File: config.mk
export PLATFORM = sky130hd
export DESIGN_NAME = cpu8_instruction_decode_tail
export DESIGN_NICKNAME = d
export VERILOG_FILES = /design/src/hdl/cpu8_pkg.sv /design/src/hdl/cpu8_instruction_decode_tail.sv /design/src/hdl/ea_calc.sv
export VERILOG_INCLUDE_DIRS = /design/src /design/src/hdl
export SDC_FILE = /design/constraint.sdc
export NUM_CORES = 1
export LEC_CHECK = 0
export ABC_CLOCK_PERIOD_IN_PS = 15500
export BUFFER_PORTS_ARGS = -buffer_cell sky130_fd_sc_hd__buf_2
export CORE_AREA = 2 2 129 224
export DETAILED_ROUTE_END_ITERATION = 10
export DIE_AREA = 0 0 131 226
export GPL_TIMING_DRIVEN = 0
export PLACE_DENSITY = 0.67
export REMOVE_ABC_BUFFERS = 1
export SYNTH_ARGS = -nofsm -noshare
export SYNTH_HDL_FRONTEND = slang
export SYNTH_HIERARCHICAL = 1
export SYNTH_SLANG_ARGS = --single-unit
File: constraint.sdc
create_clock -name clk -period 15.5 [get_ports clk]
set_clock_uncertainty 0.2 [all_clocks]
set_input_delay 0.775 -clock clk [delete_from_list [all_inputs] [get_ports clk]]
set_output_delay 0.775 -clock clk [all_outputs]
set_load 0.01 [all_outputs]
File: src/hdl/cpu8_consts.svh
`ifndef CPU8_CONSTS_SVH
`define CPU8_CONSTS_SVH
`define OP_RET_INT    8'h80
`define OP_RTS        8'h81
`define OP_DBG_ENTRY  8'h82
`define OP_SOFT_TRAP  8'h83
`define OP_WAIT       8'h8f
`define OP_IDX_TO_SP  8'h94
`define OP_SP_TO_IDX  8'h95
`define OP_PREFIX     8'h9e
`define OP_BRA        8'h20
`define OP_CBEQ_IX1P  8'h61
`define OP_CBEQ_IXP   8'h71
`define OP_LDA_DIR    8'hb6
`define OP_STA_DIR    8'hb7
`define OP_LDA_IX2    8'hd6
`define OP_LDA_IX1    8'he6
`define OP_LDA_IX     8'hf6
`define OP_BIT_GRP    4'h1
`define VEC_PAGE      8'hff
`define VEC_RESET     8'hfe
`define VEC_TRAP      8'hfc
`define VEC_IRQ       8'hfa
`define INT_VEC_STEP  4'h5
`define SP_RESET      16'h00ff
`define FLAGS_RESET   8'h68
`define FLAGS_FIXED   8'h60
`define FLAG_V        7
`define FLAG_I        3
`define FLAG_N        2
`define FLAG_Z        1
`define ONE16         16'h0001
`define ZERO16        16'h0000
`define ZERO8         8'h00
`endif

File: src/hdl/cpu8_pkg.sv
package cpu8_pkg;
    typedef enum logic [2:0] {
        st_fetch = 3'b000,
        st_exec  = 3'b001,
        st_intr  = 3'b010,
        st_halt  = 3'b011,
        st_debug = 3'b100
    } seq_state_e;

    typedef enum logic [2:0] {
        cyc_free   = 3'b000,
        cyc_prog   = 3'b001,
        cyc_read   = 3'b010,
        cyc_write  = 3'b011,
        cyc_push   = 3'b100,
        cyc_pop    = 3'b101,
        cyc_vector = 3'b110
    } bus_cycle_e;

    typedef enum logic [1:0] {
        ea_direct    = 2'b00,
        ea_index_off = 2'b01,
        ea_stack_off = 2'b10,
        ea_pc_rel    = 2'b11
    } ea_mode_e;

    typedef struct packed {
        logic [15:0] addr;
        logic [7:0]  wdata;
        logic        rd;
        logic        wr;
        bus_cycle_e  kind;
    } bus_req_s;

    typedef struct packed {
        logic [7:0]  a;
        logic [15:0] hx;
        logic [15:0] sp;
        logic [15:0] pc;
        logic [7:0]  flags;
    } cpu_regs_s;
endpackage : cpu8_pkg

File: src/hdl/cpu8_instruction_decode_tail.sv
// Operation
// - stack pointer gets index pair minus one
// - index pair gets stack pointer plus one
// - wait clears interrupt mask, then halts
// - free cycle is one read, unused
// - program fetch reads next byte; advances on opcode and operand fetches only
// - operand cycles read or write one byte
// - push writes stack, pop reads stack
// - vector read from page ff, high first
// - branch displacement signed, from next instruction
// - direct mode high address byte zero
// - 8-bit index offset zero-extended
// - post-increment modes bump index after access
// - stack-relative address adds offset to stack
// - bit number field selects one bit
// - control opcodes take their fixed cycles
`timescale 1ns/100ps
`include "cpu8_consts.svh"
module cpu8_instruction_decode_tail (
    input  wire logic           clk,
    input  wire logic           rst_n,
    input  wire logic [7:0]     bus_rdata,
    input  wire logic           irq_req_n,
    input  wire logic           debug_resume,
    output cpu8_pkg::bus_req_s  bus,
    output cpu8_pkg::cpu_regs_s regs,
    output logic                wait_halted,
    output logic                debug_halted
);
    import cpu8_pkg::*;

    seq_state_e  state_r, state_nxt;
    cpu_regs_s   r_r, r_nxt;
    logic [7:0]  opcode_r, opcode_nxt;
    logic        prefix_r, prefix_nxt;
    logic [3:0]  step_r, step_nxt;
    logic [15:0] off_r, off_nxt;
    logic [7:0]  data_r, data_nxt;
    logic [7:0]  vec_r, vec_nxt;
    logic        irq_meta_r, irq_sync_r;
    logic        res_meta_r, res_sync_r;
    bus_req_s    bus_c;
    ea_mode_e    ea_mode;
    logic [15:0] ea;
    logic        is_mem;
    logic        is_cbeq;
    logic        is_bit;
    logic [3:0]  nofs;
    logic        irq_pend;
    logic [7:0]  bit_mask;
    logic [7:0]  mem_val;

    ea_calc u_ea (
        .mode (ea_mode),
        .hx   (r_r.hx),
        .sp   (r_r.sp),
        .pc   (r_r.pc),
        .off  (off_r),
        .ea   (ea)
    );

    assign irq_pend     = !irq_sync_r && !r_r.flags[`FLAG_I] && !prefix_r;
    assign bit_mask     = 8'h01 << opcode_r[3:1];
    assign bus          = bus_c;
    assign regs         = r_r;
    assign wait_halted  = (state_r == st_halt);
    assign debug_halted = (state_r == st_debug);

    // pin synchronisers
    always_ff @(posedge clk) begin
        if (!rst_n) begin
            irq_meta_r <= 1'b1;
            irq_sync_r <= 1'b1;
            res_meta_r <= 1'b0;
            res_sync_r <= 1'b0;
        end else begin
            irq_meta_r <= irq_req_n;
            irq_sync_r <= irq_meta_r;
            res_meta_r <= debug_resume;
            res_sync_r <= res_meta_r;
        end
    end

    // addressing decode
    always_comb begin
        is_mem  = 1'b0;
        is_cbeq = 1'b0;
        nofs    = 4'h0;
        ea_mode = ea_direct;
        case (opcode_r)
            `OP_LDA_DIR, `OP_STA_DIR: begin
                is_mem = 1'b1;
                nofs   = 4'h1;
            end
            `OP_LDA_IX1: begin
                is_mem  = 1'b1;
                nofs    = 4'h1;
                ea_mode = prefix_r ? ea_stack_off : ea_index_off;
            end
            `OP_LDA_IX2: begin
                is_mem  = 1'b1;
                nofs    = 4'h2;
                ea_mode = prefix_r ? ea_stack_off : ea_index_off;
            end
            `OP_LDA_IX: begin
                is_mem  = 1'b1;
                ea_mode = ea_index_off;
            end
            `OP_CBEQ_IX1P: begin
                is_cbeq = 1'b1;
                nofs    = 4'h1;
                ea_mode = (step_r > 4'h1) ? ea_pc_rel : ea_index_off;
            end
            `OP_CBEQ_IXP: begin
                is_cbeq = 1'b1;
                ea_mode = (step_r > 4'h0) ? ea_pc_rel : ea_index_off;
            end
            `OP_BRA: ea_mode = ea_pc_rel;
            default: ;
        endcase
        is_bit = (opcode_r[7:4] == `OP_BIT_GRP);
    end

    // sequencer
    always_comb begin
        state_nxt  = state_r;
        r_nxt      = r_r;
        opcode_nxt = opcode_r;
        prefix_nxt = prefix_r;
        step_nxt   = step_r + 4'h1;
        off_nxt    = off_r;
        data_nxt   = data_r;
        vec_nxt    = vec_r;
        mem_val    = bus_rdata;
        bus_c      = '{addr: r_r.pc, wdata: `ZERO8, rd: 1'b1, wr: 1'b0, kind: cyc_free};
        unique case (state_r)
            st_fetch: begin
                step_nxt = 4'h0;
                off_nxt  = `ZERO16;
                if (irq_pend) begin
                    state_nxt = st_intr;
                    vec_nxt   = `VEC_IRQ;
                end else begin
                    bus_c.kind = cyc_prog;
                    r_nxt.pc   = r_r.pc + `ONE16;
                    if (bus_rdata == `OP_PREFIX) begin
                        prefix_nxt = 1'b1;
                    end else if (bus_rdata == `OP_SOFT_TRAP) begin
                        state_nxt = st_intr;
                        vec_nxt   = `VEC_TRAP;
                    end else begin
                        opcode_nxt = bus_rdata;
                        state_nxt  = st_exec;
                    end
                end
            end
            st_intr: begin
                if (step_r < `INT_VEC_STEP) begin
                    bus_c.addr = r_r.sp;
                    bus_c.rd   = 1'b0;
                    bus_c.wr   = 1'b1;
                    bus_c.kind = cyc_push;
                    r_nxt.sp   = r_r.sp - `ONE16;
                    case (step_r)
                        4'h0:    bus_c.wdata = r_r.pc[7:0];
                        4'h1:    bus_c.wdata = r_r.pc[15:8];
                        4'h2:    bus_c.wdata = r_r.hx[7:0];
                        4'h3:    bus_c.wdata = r_r.a;
                        default: begin
                            bus_c.wdata          = r_r.flags;
                            r_nxt.flags[`FLAG_I] = 1'b1;
                        end
                    endcase
                end else if (step_r == `INT_VEC_STEP) begin
                    bus_c.addr      = {`VEC_PAGE, vec_r};
                    bus_c.kind      = cyc_vector;
                    r_nxt.pc[15:8]  = bus_rdata;
                end else if (step_r == 4'h6) begin
                    bus_c.addr      = {`VEC_PAGE, vec_r + 8'h01};
                    bus_c.kind      = cyc_vector;
                    r_nxt.pc[7:0]   = bus_rdata;
                end else if (step_r != 4'h7) begin
                    bus_c.kind = cyc_prog;
                    if (step_r == 4'h9) begin
                        state_nxt = st_fetch;
                    end
                end
            end
            st_halt: begin
                step_nxt = 4'h0;
                if (irq_pend) begin
                    state_nxt = st_intr;
                    vec_nxt   = `VEC_IRQ;
                end
            end
            st_debug: begin
                step_nxt = 4'h0;
                if (res_sync_r) begin
                    state_nxt = st_fetch;
                end
            end
            st_exec: begin
                if (is_mem || is_cbeq || is_bit || opcode_r == `OP_BRA) begin
                    if (step_r < nofs || (is_bit && step_r == 4'h0)
                            || (opcode_r == `OP_BRA && step_r == 4'h0)) begin
                        bus_c.kind = cyc_prog;
                        r_nxt.pc   = r_r.pc + `ONE16;
                        off_nxt    = {off_r[7:0], bus_rdata};
                    end else if (opcode_r == `OP_BRA) begin
                        r_nxt.pc  = ea;
                        state_nxt = st_fetch;
                    end else if (is_mem) begin
                        bus_c.addr = ea;
                        state_nxt  = st_fetch;
                        if (opcode_r == `OP_STA_DIR) begin
                            bus_c.rd    = 1'b0;
                            bus_c.wr    = 1'b1;
                            bus_c.wdata = r_r.a;
                            bus_c.kind  = cyc_write;
                            mem_val     = r_r.a;
                        end else begin
                            bus_c.kind = cyc_read;
                            r_nxt.a    = bus_rdata;
                        end
                        r_nxt.flags[`FLAG_N] = mem_val[7];
                        r_nxt.flags[`FLAG_Z] = (mem_val == `ZERO8);
                        r_nxt.flags[`FLAG_V] = 1'b0;
                    end else if (is_bit) begin
                        bus_c.addr = ea;
                        if (step_r == 4'h1) begin
                            bus_c.kind = cyc_read;
                            data_nxt   = bus_rdata;
                        end else if (step_r == 4'h3) begin
                            bus_c.rd    = 1'b0;
                            bus_c.wr    = 1'b1;
                            bus_c.kind  = cyc_write;
                            bus_c.wdata = opcode_r[0] ? (data_r & ~bit_mask)
                                                      : (data_r | bit_mask);
                            state_nxt   = st_fetch;
                        end
                    end else if (step_r == nofs) begin
                        bus_c.addr = ea;
                        bus_c.kind = cyc_read;
                        data_nxt   = bus_rdata;
                        r_nxt.hx   = r_r.hx + `ONE16;
                    end else if (step_r == nofs + 4'h1) begin
                        bus_c.kind = cyc_prog;
                        r_nxt.pc   = r_r.pc + `ONE16;
                        off_nxt    = {`ZERO8, bus_rdata};
                    end else begin
                        if (r_r.a == data_r) begin
                            r_nxt.pc = ea;
                        end
                        state_nxt = st_fetch;
                    end
                end else begin
                    case (opcode_r)
                        `OP_IDX_TO_SP: begin
                            r_nxt.sp  = r_r.hx - `ONE16;
                            state_nxt = st_fetch;
                        end
                        `OP_SP_TO_IDX: begin
                            r_nxt.hx  = r_r.sp + `ONE16;
                            state_nxt = st_fetch;
                        end
                        `OP_WAIT: begin
                            if (step_r == 4'h0) begin
                                r_nxt.flags[`FLAG_I] = 1'b0;
                            end else begin
                                bus_c.kind = cyc_prog;
                                state_nxt  = st_halt;
                            end
                        end
                        `OP_RET_INT, `OP_RTS: begin
                            if ((opcode_r == `OP_RET_INT && step_r < 4'h5)
                                    || (opcode_r == `OP_RTS && step_r < 4'h2)) begin
                                bus_c.addr = r_r.sp + `ONE16;
                                bus_c.kind = cyc_pop;
                                r_nxt.sp   = r_r.sp + `ONE16;
                                case (opcode_r == `OP_RET_INT ? step_r : step_r + 4'h3)
                                    4'h0:    r_nxt.flags    = bus_rdata | `FLAGS_FIXED;
                                    4'h1:    r_nxt.a        = bus_rdata;
                                    4'h2:    r_nxt.hx[7:0]  = bus_rdata;
                                    4'h3:    r_nxt.pc[15:8] = bus_rdata;
                                    default: r_nxt.pc[7:0]  = bus_rdata;
                                endcase
                            end else if ((opcode_r == `OP_RET_INT && step_r != 4'h5)
                                    || (opcode_r == `OP_RTS && step_r != 4'h2)) begin
                                bus_c.kind = cyc_prog;
                                if ((opcode_r == `OP_RET_INT && step_r == 4'h7)
                                        || (opcode_r == `OP_RTS && step_r == 4'h4)) begin
                                    state_nxt = st_fetch;
                                end
                            end
                        end
                        `OP_DBG_ENTRY: begin
                            if (step_r == 4'h2) begin
                                state_nxt = st_debug;
                            end
                        end
                        default: state_nxt = st_fetch;
                    endcase
                end
            end
            default: state_nxt = st_fetch;
        endcase
        if (state_nxt == st_fetch && state_r != st_fetch) begin
            prefix_nxt = 1'b0;
        end
    end

    always_ff @(posedge clk) begin
        if (!rst_n) begin
            state_r  <= st_intr;
            step_r   <= `INT_VEC_STEP;
            vec_r    <= `VEC_RESET;
            r_r      <= '{a: `ZERO8, hx: `ZERO16, sp: `SP_RESET, pc: `ZERO16,
                          flags: `FLAGS_RESET};
            opcode_r <= `ZERO8;
            prefix_r <= 1'b0;
            off_r    <= `ZERO16;
            data_r   <= `ZERO8;
        end else begin
            state_r  <= state_nxt;
            step_r   <= step_nxt;
            vec_r    <= vec_nxt;
            r_r      <= r_nxt;
            opcode_r <= opcode_nxt;
            prefix_r <= prefix_nxt;
            off_r    <= off_nxt;
            data_r   <= data_nxt;
        end
    end
endmodule : cpu8_instruction_decode_tail

File: src/hdl/ea_calc.sv
`timescale 1ns/100ps
`include "cpu8_consts.svh"
module ea_calc (
    input  cpu8_pkg::ea_mode_e mode,
    input  wire logic [15:0]   hx,
    input  wire logic [15:0]   sp,
    input  wire logic [15:0]   pc,
    input  wire logic [15:0]   off,
    output logic [15:0]        ea
);
    import cpu8_pkg::*;

    always_comb begin
        unique case (mode)
            ea_direct:    ea = {`ZERO8, off[7:0]};
            ea_index_off: ea = hx + off;
            ea_stack_off: ea = sp + off;
            ea_pc_rel:    ea = pc + {{8{off[7]}}, off[7:0]};
        endcase
    end
endmodule : ea_calc
==> results of run 1 <==
[final cells by class]
class,count,area [sq um]
clock buffer,10,229
fill,2884,16100
clock inverter,5,43.8
timing repair buffer,109,607
sequential,108,2160
multi-input combinational,1214,8100
inverter,36,138
tap,373,467
[placed cells by master (no fill, tap or decap), drive strengths merged, types with 43 or more instances in the layout]
cell type,n
nand2,137
nor2,137
a21oi,117
buf,109
dfxtp,108
o21ai,105
xnor2,51
nand3,51
ha,50
mux2i,43
[per-stage QoR]
step	setup slack (ps)	power [mW]	hold slack, ps	utilization [%]
6_report	8430	0.941	216	42.1
5_1_grt	8080	0.978	227	42.1
4_1_cts	8640	0.928	221	42.1
3_5_place_dp	9120	0.689	202	41.1
3_3_place_gp	8610	0.686	197	40.7
2_1_floorplan	10360	0.544	186	-
[layer usage]
metal	wire (microns)	GRT usage (%)	vias up
li1	-	-	5528
met1	17500	37.3	5967
met2	24300	57.2	742
met3	3430	4.31	247
met4	4640	26.8	0
met5	0	0	-
[sequential cells by signal, summed over array words and instances, names as in the netlist]
signal      count
regs           62
res_sync_r      1
irq_meta_r      1
data_r          8
state_r         3
irq_sync_r      1
vec_r           2
res_meta_r      1
prefix_r        1
opcode_r        8
off_r          16
step_r          4
[kinds of logic after synthesis]
logic type,count (synthesis)
flip-flops,108
buffers and inverters,175
adder cells (fa/ha/maj),52
XOR/XNOR,82
AND/OR/NAND/NOR,521
AO/OA/AOI/OAI,497
other,1
multiplexers,60
[path summary, 6_finish.rpt]
kind	endpoint	cells past startpoint	slack (ps)	startpoint
worst min-delay path	irq_sync_r$_SDFF_PN1_	1	220	irq_meta_r$_SDFF_PN1_
worst max-delay path	bus[27]	21	8430	opcode_r[2]$_SDFFE_PN0P_
worst min register to register	irq_sync_r$_SDFF_PN1_	1	220	irq_meta_r$_SDFF_PN1_
worst max register to register	regs[14]$_SDFFE_PN0P_	20	9220	opcode_r[2]$_SDFFE_PN0P_
[power by group through the flow]
stage | Sequential (mW) | Combinational (mW) | Clock, mW
after floorplan | 0.325 | 0.219 | 0
after global placement | 0.343 | 0.343 | 0
after detailed placement | 0.343 | 0.346 | 0
after CTS | 0.337 | 0.348 | 0.243
after global routing | 0.340 | 0.385 | 0.252
final | 0.340 | 0.360 | 0.242
[worst max-delay path: stages (launching register included)]
cell	delay (ps)
dfxtp_1	850
nand2_1	140
or2_1	340
nor2_1	240
nand4_1	170
nand3_1	200
ha_1	750
mux2_2	430
ha_1	250
inv_1	70
fa_1	430
nand3b_1	180
nand2_1	140
a32o_1	210
o21ai_0	170
a21oi_1	220
xnor2_1	140
o22ai_1	130
nand2_1	100
o21ai_0	100
a221o_1	290
buf_2	140
==> impl_metrics.tcl, run 1 <==
set metrics [dict create \
    antenna_found_initial 0 \
    ys_ff_latch 108 \
    grt-ovfl-total 0 \
    yosysMostFrequentCell "nand2_1" \
    hold_viol_final 0 \
    p_leak_nw 4.56 \
    num_antenna_cells 0 \
    p_per_area_nw_per_um2 80.2 \
    tightest_slew_ps 1440 \
    place_inst 1840 \
    final_cell_count_no_fill 1855 \
    crit_arrival_ps 6100 \
    yosysTopAreaCell "dfxtp_1" \
    post_cts_buffers 0 \
    dieArea_sq_um 29600 \
    ios 107 \
    fp.coreArea_sq_um 27900 \
    ys_seq_area_share_pct 19.8 \
    synth_warnings 6 \
    p_seq_share_pct 36.1 \
    root_buffer "clkbuf_16" \
    max_freq_ghz 0.141 \
    internal_power_uw 528 \
    muxShareOfSynthArea_pct 5.80 \
    clkPwrFrac_pct 25.7 \
    ant_nets 0 \
    postCtsResizedCells 0 \
    die_y_microns 226 \
    hold_buffers 0 \
    swShare_pct 43.9 \
    drt-pass1-iter-count 6 \
    dp_hpwl_mm 36.2 \
    net-switching-power_uw 413 \
    maxCapViolCount 0 \
    placed_cell_area_sq_um 11500 \
    gp_congestion 0.978 \
    crit_path_max_fanout 18 \
    netlist_area_sq_um 10900 \
    layout-drive-gt1-share_pct 12.6 \
    initialDrtViolationCount 1555 \
    grt_max_degree 75 \
    rows 81 \
    critical_path_required_ps 14530 \
    irDropWorstVdd_uv 54.8 \
    cts_tree "yes" \
    cts_buffer_depth 2 \
    status "complete, no violations" \
    async_reset_ff_share_pct 0 \
    critPathLaunchType "flop" \
    synth_top_family_by_area "compound AO/OA/AOI/OAI gates" \
    port_buffers 104 \
    grt_pass1_wl_mm 74.1 \
    endpoint_kind "output port" \
    comb_power_share_pct 38.2 \
    detail_route.vias_per_cell 6.73 \
    finalSetupViolCount 0 \
    final_net_count 1542 \
    drc 0 \
    vias 12500 \
    synthAdderAreaFrac_pct 6.08 \
    final_area_sq_um 11700 \
    rsz0062_at_grt "false" \
    slew_viol_final 0 \
    synth_edf_count 0 \
    synth_compound_area_share_pct 31.1 \
    clkTransAtPathRegs_ps 80 \
    synth_commonest_cells "137 x nand2_1, 135 x nor2_1, 116 x a21oi_1, 108 x dfxtp_1, 98 x clkbuf_1" \
    post_drt_wl_per_cell_microns 26.9 \
    hold_class "flop to flop" \
    crit_type "flop to output port" \
    grt_pass1_vias 11900 \
    grt_usage_pct 33.8 \
    start_util_pct 39.3 \
    ys_types 99 \
    htree_levels 3 \
    ys.flop_type "dfxtp_1" \
    netlist_top_cells_area "dfxtp_1 20%, ha_1 5.7%, a21oi_1 5.3%" \
    synth.avg_cell_area_sq_um 7.31 \
    min_period_ps 7070 \
    synthSimpleGateAreaFrac_pct 24.0 \
    synth_top_area_share_pct 19.8 \
    fin_setup_tns_ps 0 \
    drt-total-wl_mm 49.9 \
    timing.final.crit_share_pct 45.6 \
    clock_latency_ps 400 \
    synth-xor-area-share_pct 6.56 \
    cts.sinks 108 \
    numCtsBuffers 9 \
    slew_headroom_pct 3.41 \
    syn_to_final_growth_pct 7.34 \
    synth_cells 1496 \
    floorplan.die.width_microns 131 \
]
Power figures use the tool's default switching activity.
==> run 2: changes to the inputs <==
- ABC_AREA: default -> 1
- ABC_CLOCK_PERIOD_IN_PS: 15500 -> 5900
- CORE_AREA: 2 2 129 224 -> 2 2 134 234
- DIE_AREA: 0 0 131 226 -> 0 0 136 236
- PLACE_DENSITY: 0.67 -> 0.69
- clock period: 15.5 -> 5.9 ns (I/O delays scaled with it)
==> run 2 against run 1 <==
Net effect:
- clock-buffer cell count decreased by 1
- global-route usage shrank 0.15 points
- non-clock buffer count up 3
==> impl_metrics.tcl, run 2 <==
set metrics [dict create \
    yosysMostFrequentCell "nand2_1" \
    max_freq_ghz 0.174 \
    layout.cells.most_common "nand2_1" \
    crit_arrival_ps 5260 \
    ios 107 \
    floorplan.die.width_microns 136 \
    synth_edf_count 0 \
    timing.final.crit_share_pct 97.6 \
    grt-ovfl-total 0 \
    endpoint_kind "output port" \
    cts.sinks 108 \
    drt-pass1-iter-count 7 \
    critical_path_required_ps 5410 \
    crit_type "flop to output port" \
    synth_top_family_by_area "simple AND/OR/NAND/NOR gates" \
    clkTransAtPathRegs_ps 80 \
    hold_viol_final 0 \
    synthAdderAreaFrac_pct 5.57 \
    ys_types 64 \
    die_y_microns 236 \
    power_mw 2.75 \
    holdPathStages 3 \
    synth_warnings 6 \
    p_leak_nw 6.14 \
    drc 0 \
    root_buffer "clkbuf_16" \
    rsz0062_at_grt "false" \
    htree_levels 3 \
    vias 14600 \
    ys.flop_type "dfxtp_1" \
    cts_tree "yes" \
    p_per_area_nw_per_um2 211 \
    ys_seq_area_share_pct 18.1 \
    grt_pass1_wl_mm 81.0 \
    drt-total-wl_mm 54.5 \
    fp.coreArea_sq_um 30400 \
    final_net_count 2160 \
    slew_headroom_pct 16.5 \
    clock_latency_ps 390 \
    hold_class "primary input to flop" \
    start_util_pct 39.3 \
    dieArea_sq_um 32100 \
    finalSetupViolCount 0 \
    post_drt_wl_per_cell_microns 21.9 \
    synth_commonest_cells "528 x nand2_1, 242 x nor2_1, 221 x inv_1, 211 x nand3_1, 129 x a21oi_1" \
    fin_setup_tns_ps 0 \
    synthSimpleGateAreaFrac_pct 42.0 \
    final.setup.worst_slack_ps 141 \
    async_reset_ff_share_pct 0 \
    status "complete, no violations" \
    rows 85 \
    grt_pass1_vias 13700 \
    largest_reg_flops 62 \
    num_antenna_cells 0 \
    synth_compound_area_share_pct 17.8 \
    yosysTopAreaCell "dfxtp_1" \
    maxCapViolCount 0 \
    synth.avg_cell_area_sq_um 5.82 \
    slew_viol_final 0 \
    grt_usage_pct 33.7 \
    muxShareOfSynthArea_pct 1.32 \
    worst_hold_slack_ps 86.1 \
    rrSetupSlack_ps 850 \
    synth_cells 2053 \
    antenna_found_initial 0 \
    place_ws_ps 152 \
    reg2regPathDepth 27 \
    fillers 3466 \
    numCtsBuffers 9 \
    netlist_top_cells_area "dfxtp_1 18%, nand2_1 17%, nand3_1 8.8%" \
    detail_route.vias_per_cell 5.85 \
    crit_path_max_fanout 10 \
    port_buffers 104 \
    irDropWorstVdd_uv 166 \
    grt_max_degree 83 \
    final_util_pct 42.7 \
    netlist_area_sq_um 12000 \
    min_period_ps 5760 \
    cts_buffer_depth 2 \
    syn_to_final_growth_pct 8.77 \
    critPathLaunchType "flop" \
    synth-xor-area-share_pct 3.74 \
    layout-drive-gt1-share_pct 12.1 \
    initialDrtViolationCount 1196 \
    ant_nets 0 \
    synth_top_area_share_pct 18.1 \
    tightest_slew_ps 1250 \
    dp_hpwl_mm 42.9 \
    ys_ff_latch 108 \
    gp_congestion 1.02 \
    final_cell_mix "528 x nand2_1, 242 x nor2_1, 221 x inv_1" \
]
run 2: cell types whose count changed after synthesis, sizes merged, moves of 37 or more:
cell / before / now
nand3: 51 / 221
mux2i: 43 / 0
o21ai: 105 / 142
nand2: 137 / 554
xnor2: 51 / 7
inv: 36 / 245
nor2: 137 / 258
clkbuf: 98 / 40
run 2: critical path: stages, from the launching register on:
cell and delay, ps:
dfxtp_1 540, nand2_1 120, nor2_2 200, nand2_2 120, nand2_2 170, inv_1 90, o2111ai_1 430, inv_1 180
ha_4 250, mux2_2 280, ha_1 180, inv_1 70, fa_1 390, inv_1 100, nand3_1 70, nand2_1 190
nand2_1 70, nand3_1 90, a21oi_1 60, o21ai_0 120, a21oi_1 180, o21ai_0 500, nand4_1 260, buf_2 210
run 2: final timing paths:
| check | startpoint | endpoint |
|---|---|---|
| max | opcode_r[1]$_SDFFE_PN0P_ | bus[21] |
| min | bus_rdata[0] | off_r[0]$_SDFFE_PN0P_ |
| max reg2reg | opcode_r[1]$_SDFFE_PN0P_ | regs[18]$_SDFFE_PN0P_ |
| min reg2reg | res_meta_r$_SDFF_PN0_ | res_sync_r$_SDFF_PN0_ |
run 2: cells by family (layout without fill, tap and decap cells):
logic type,count (synthesis),after routing
fa+ha+maj,52,52
flops,108,108
mux,14,14
xor+xnor,51,51
buf+inv,331,378
other cells,1,2
simple gates,1124,1124
compound gates,372,372
run 2: power breakdown:
group          total [mW]  switching (mW)  internal [mW]  leakage [nW]
logic                1.13           0.775          0.353          5.11
clock network       0.691           0.350          0.341         0.151
registers           0.930           0.149          0.781         0.877
run 2: per-stage QoR:
| stage | cell area (sq um) | std cells |
|---|---|---|
| final | 13000 | 2492 |
| after global routing | 13000 | 2492 |
| after CTS | 12900 | 2488 |
| after detailed placement | 12600 | 2470 |
| after global placement | 12500 | 2468 |
| after floorplan | 11500 | 1973 |
run 2: layout make-up:
cell class / instances / area [sq um] / share of cell area, %
Clock buffer: 9 / 225 / 1.73
Multi-Input combinational cell: 1615 / 8450 / 65.0
Tap cell: 391 / 489 / 3.76
Timing Repair Buffer: 112 / 636 / 4.89
Clock inverter: 7 / 91.3 / 0.702
Inverter: 250 / 950 / 7.30
Sequential cell: 108 / 2160 / 16.6
run 2: layer usage:
metal | global-route usage [%] | routed length [microns] | vias up
li1 | - | - | 6870
met1 | 35.5 | 19000 | 6723
met2 | 57.5 | 26700 | 712
met3 | 4.47 | 3210 | 270
met4 | 29.4 | 5590 | 0
met5 | 0 | 0 | -
run 2: repair_timing:
item	in CTS	in global routing
cloned	0	0
pin swaps	0	1
hold buffers	2	0
endpoints found under the hold margin	2	0
setup endpoints to repair	7	12
setup buffers	0	3
resized for setup	2	4
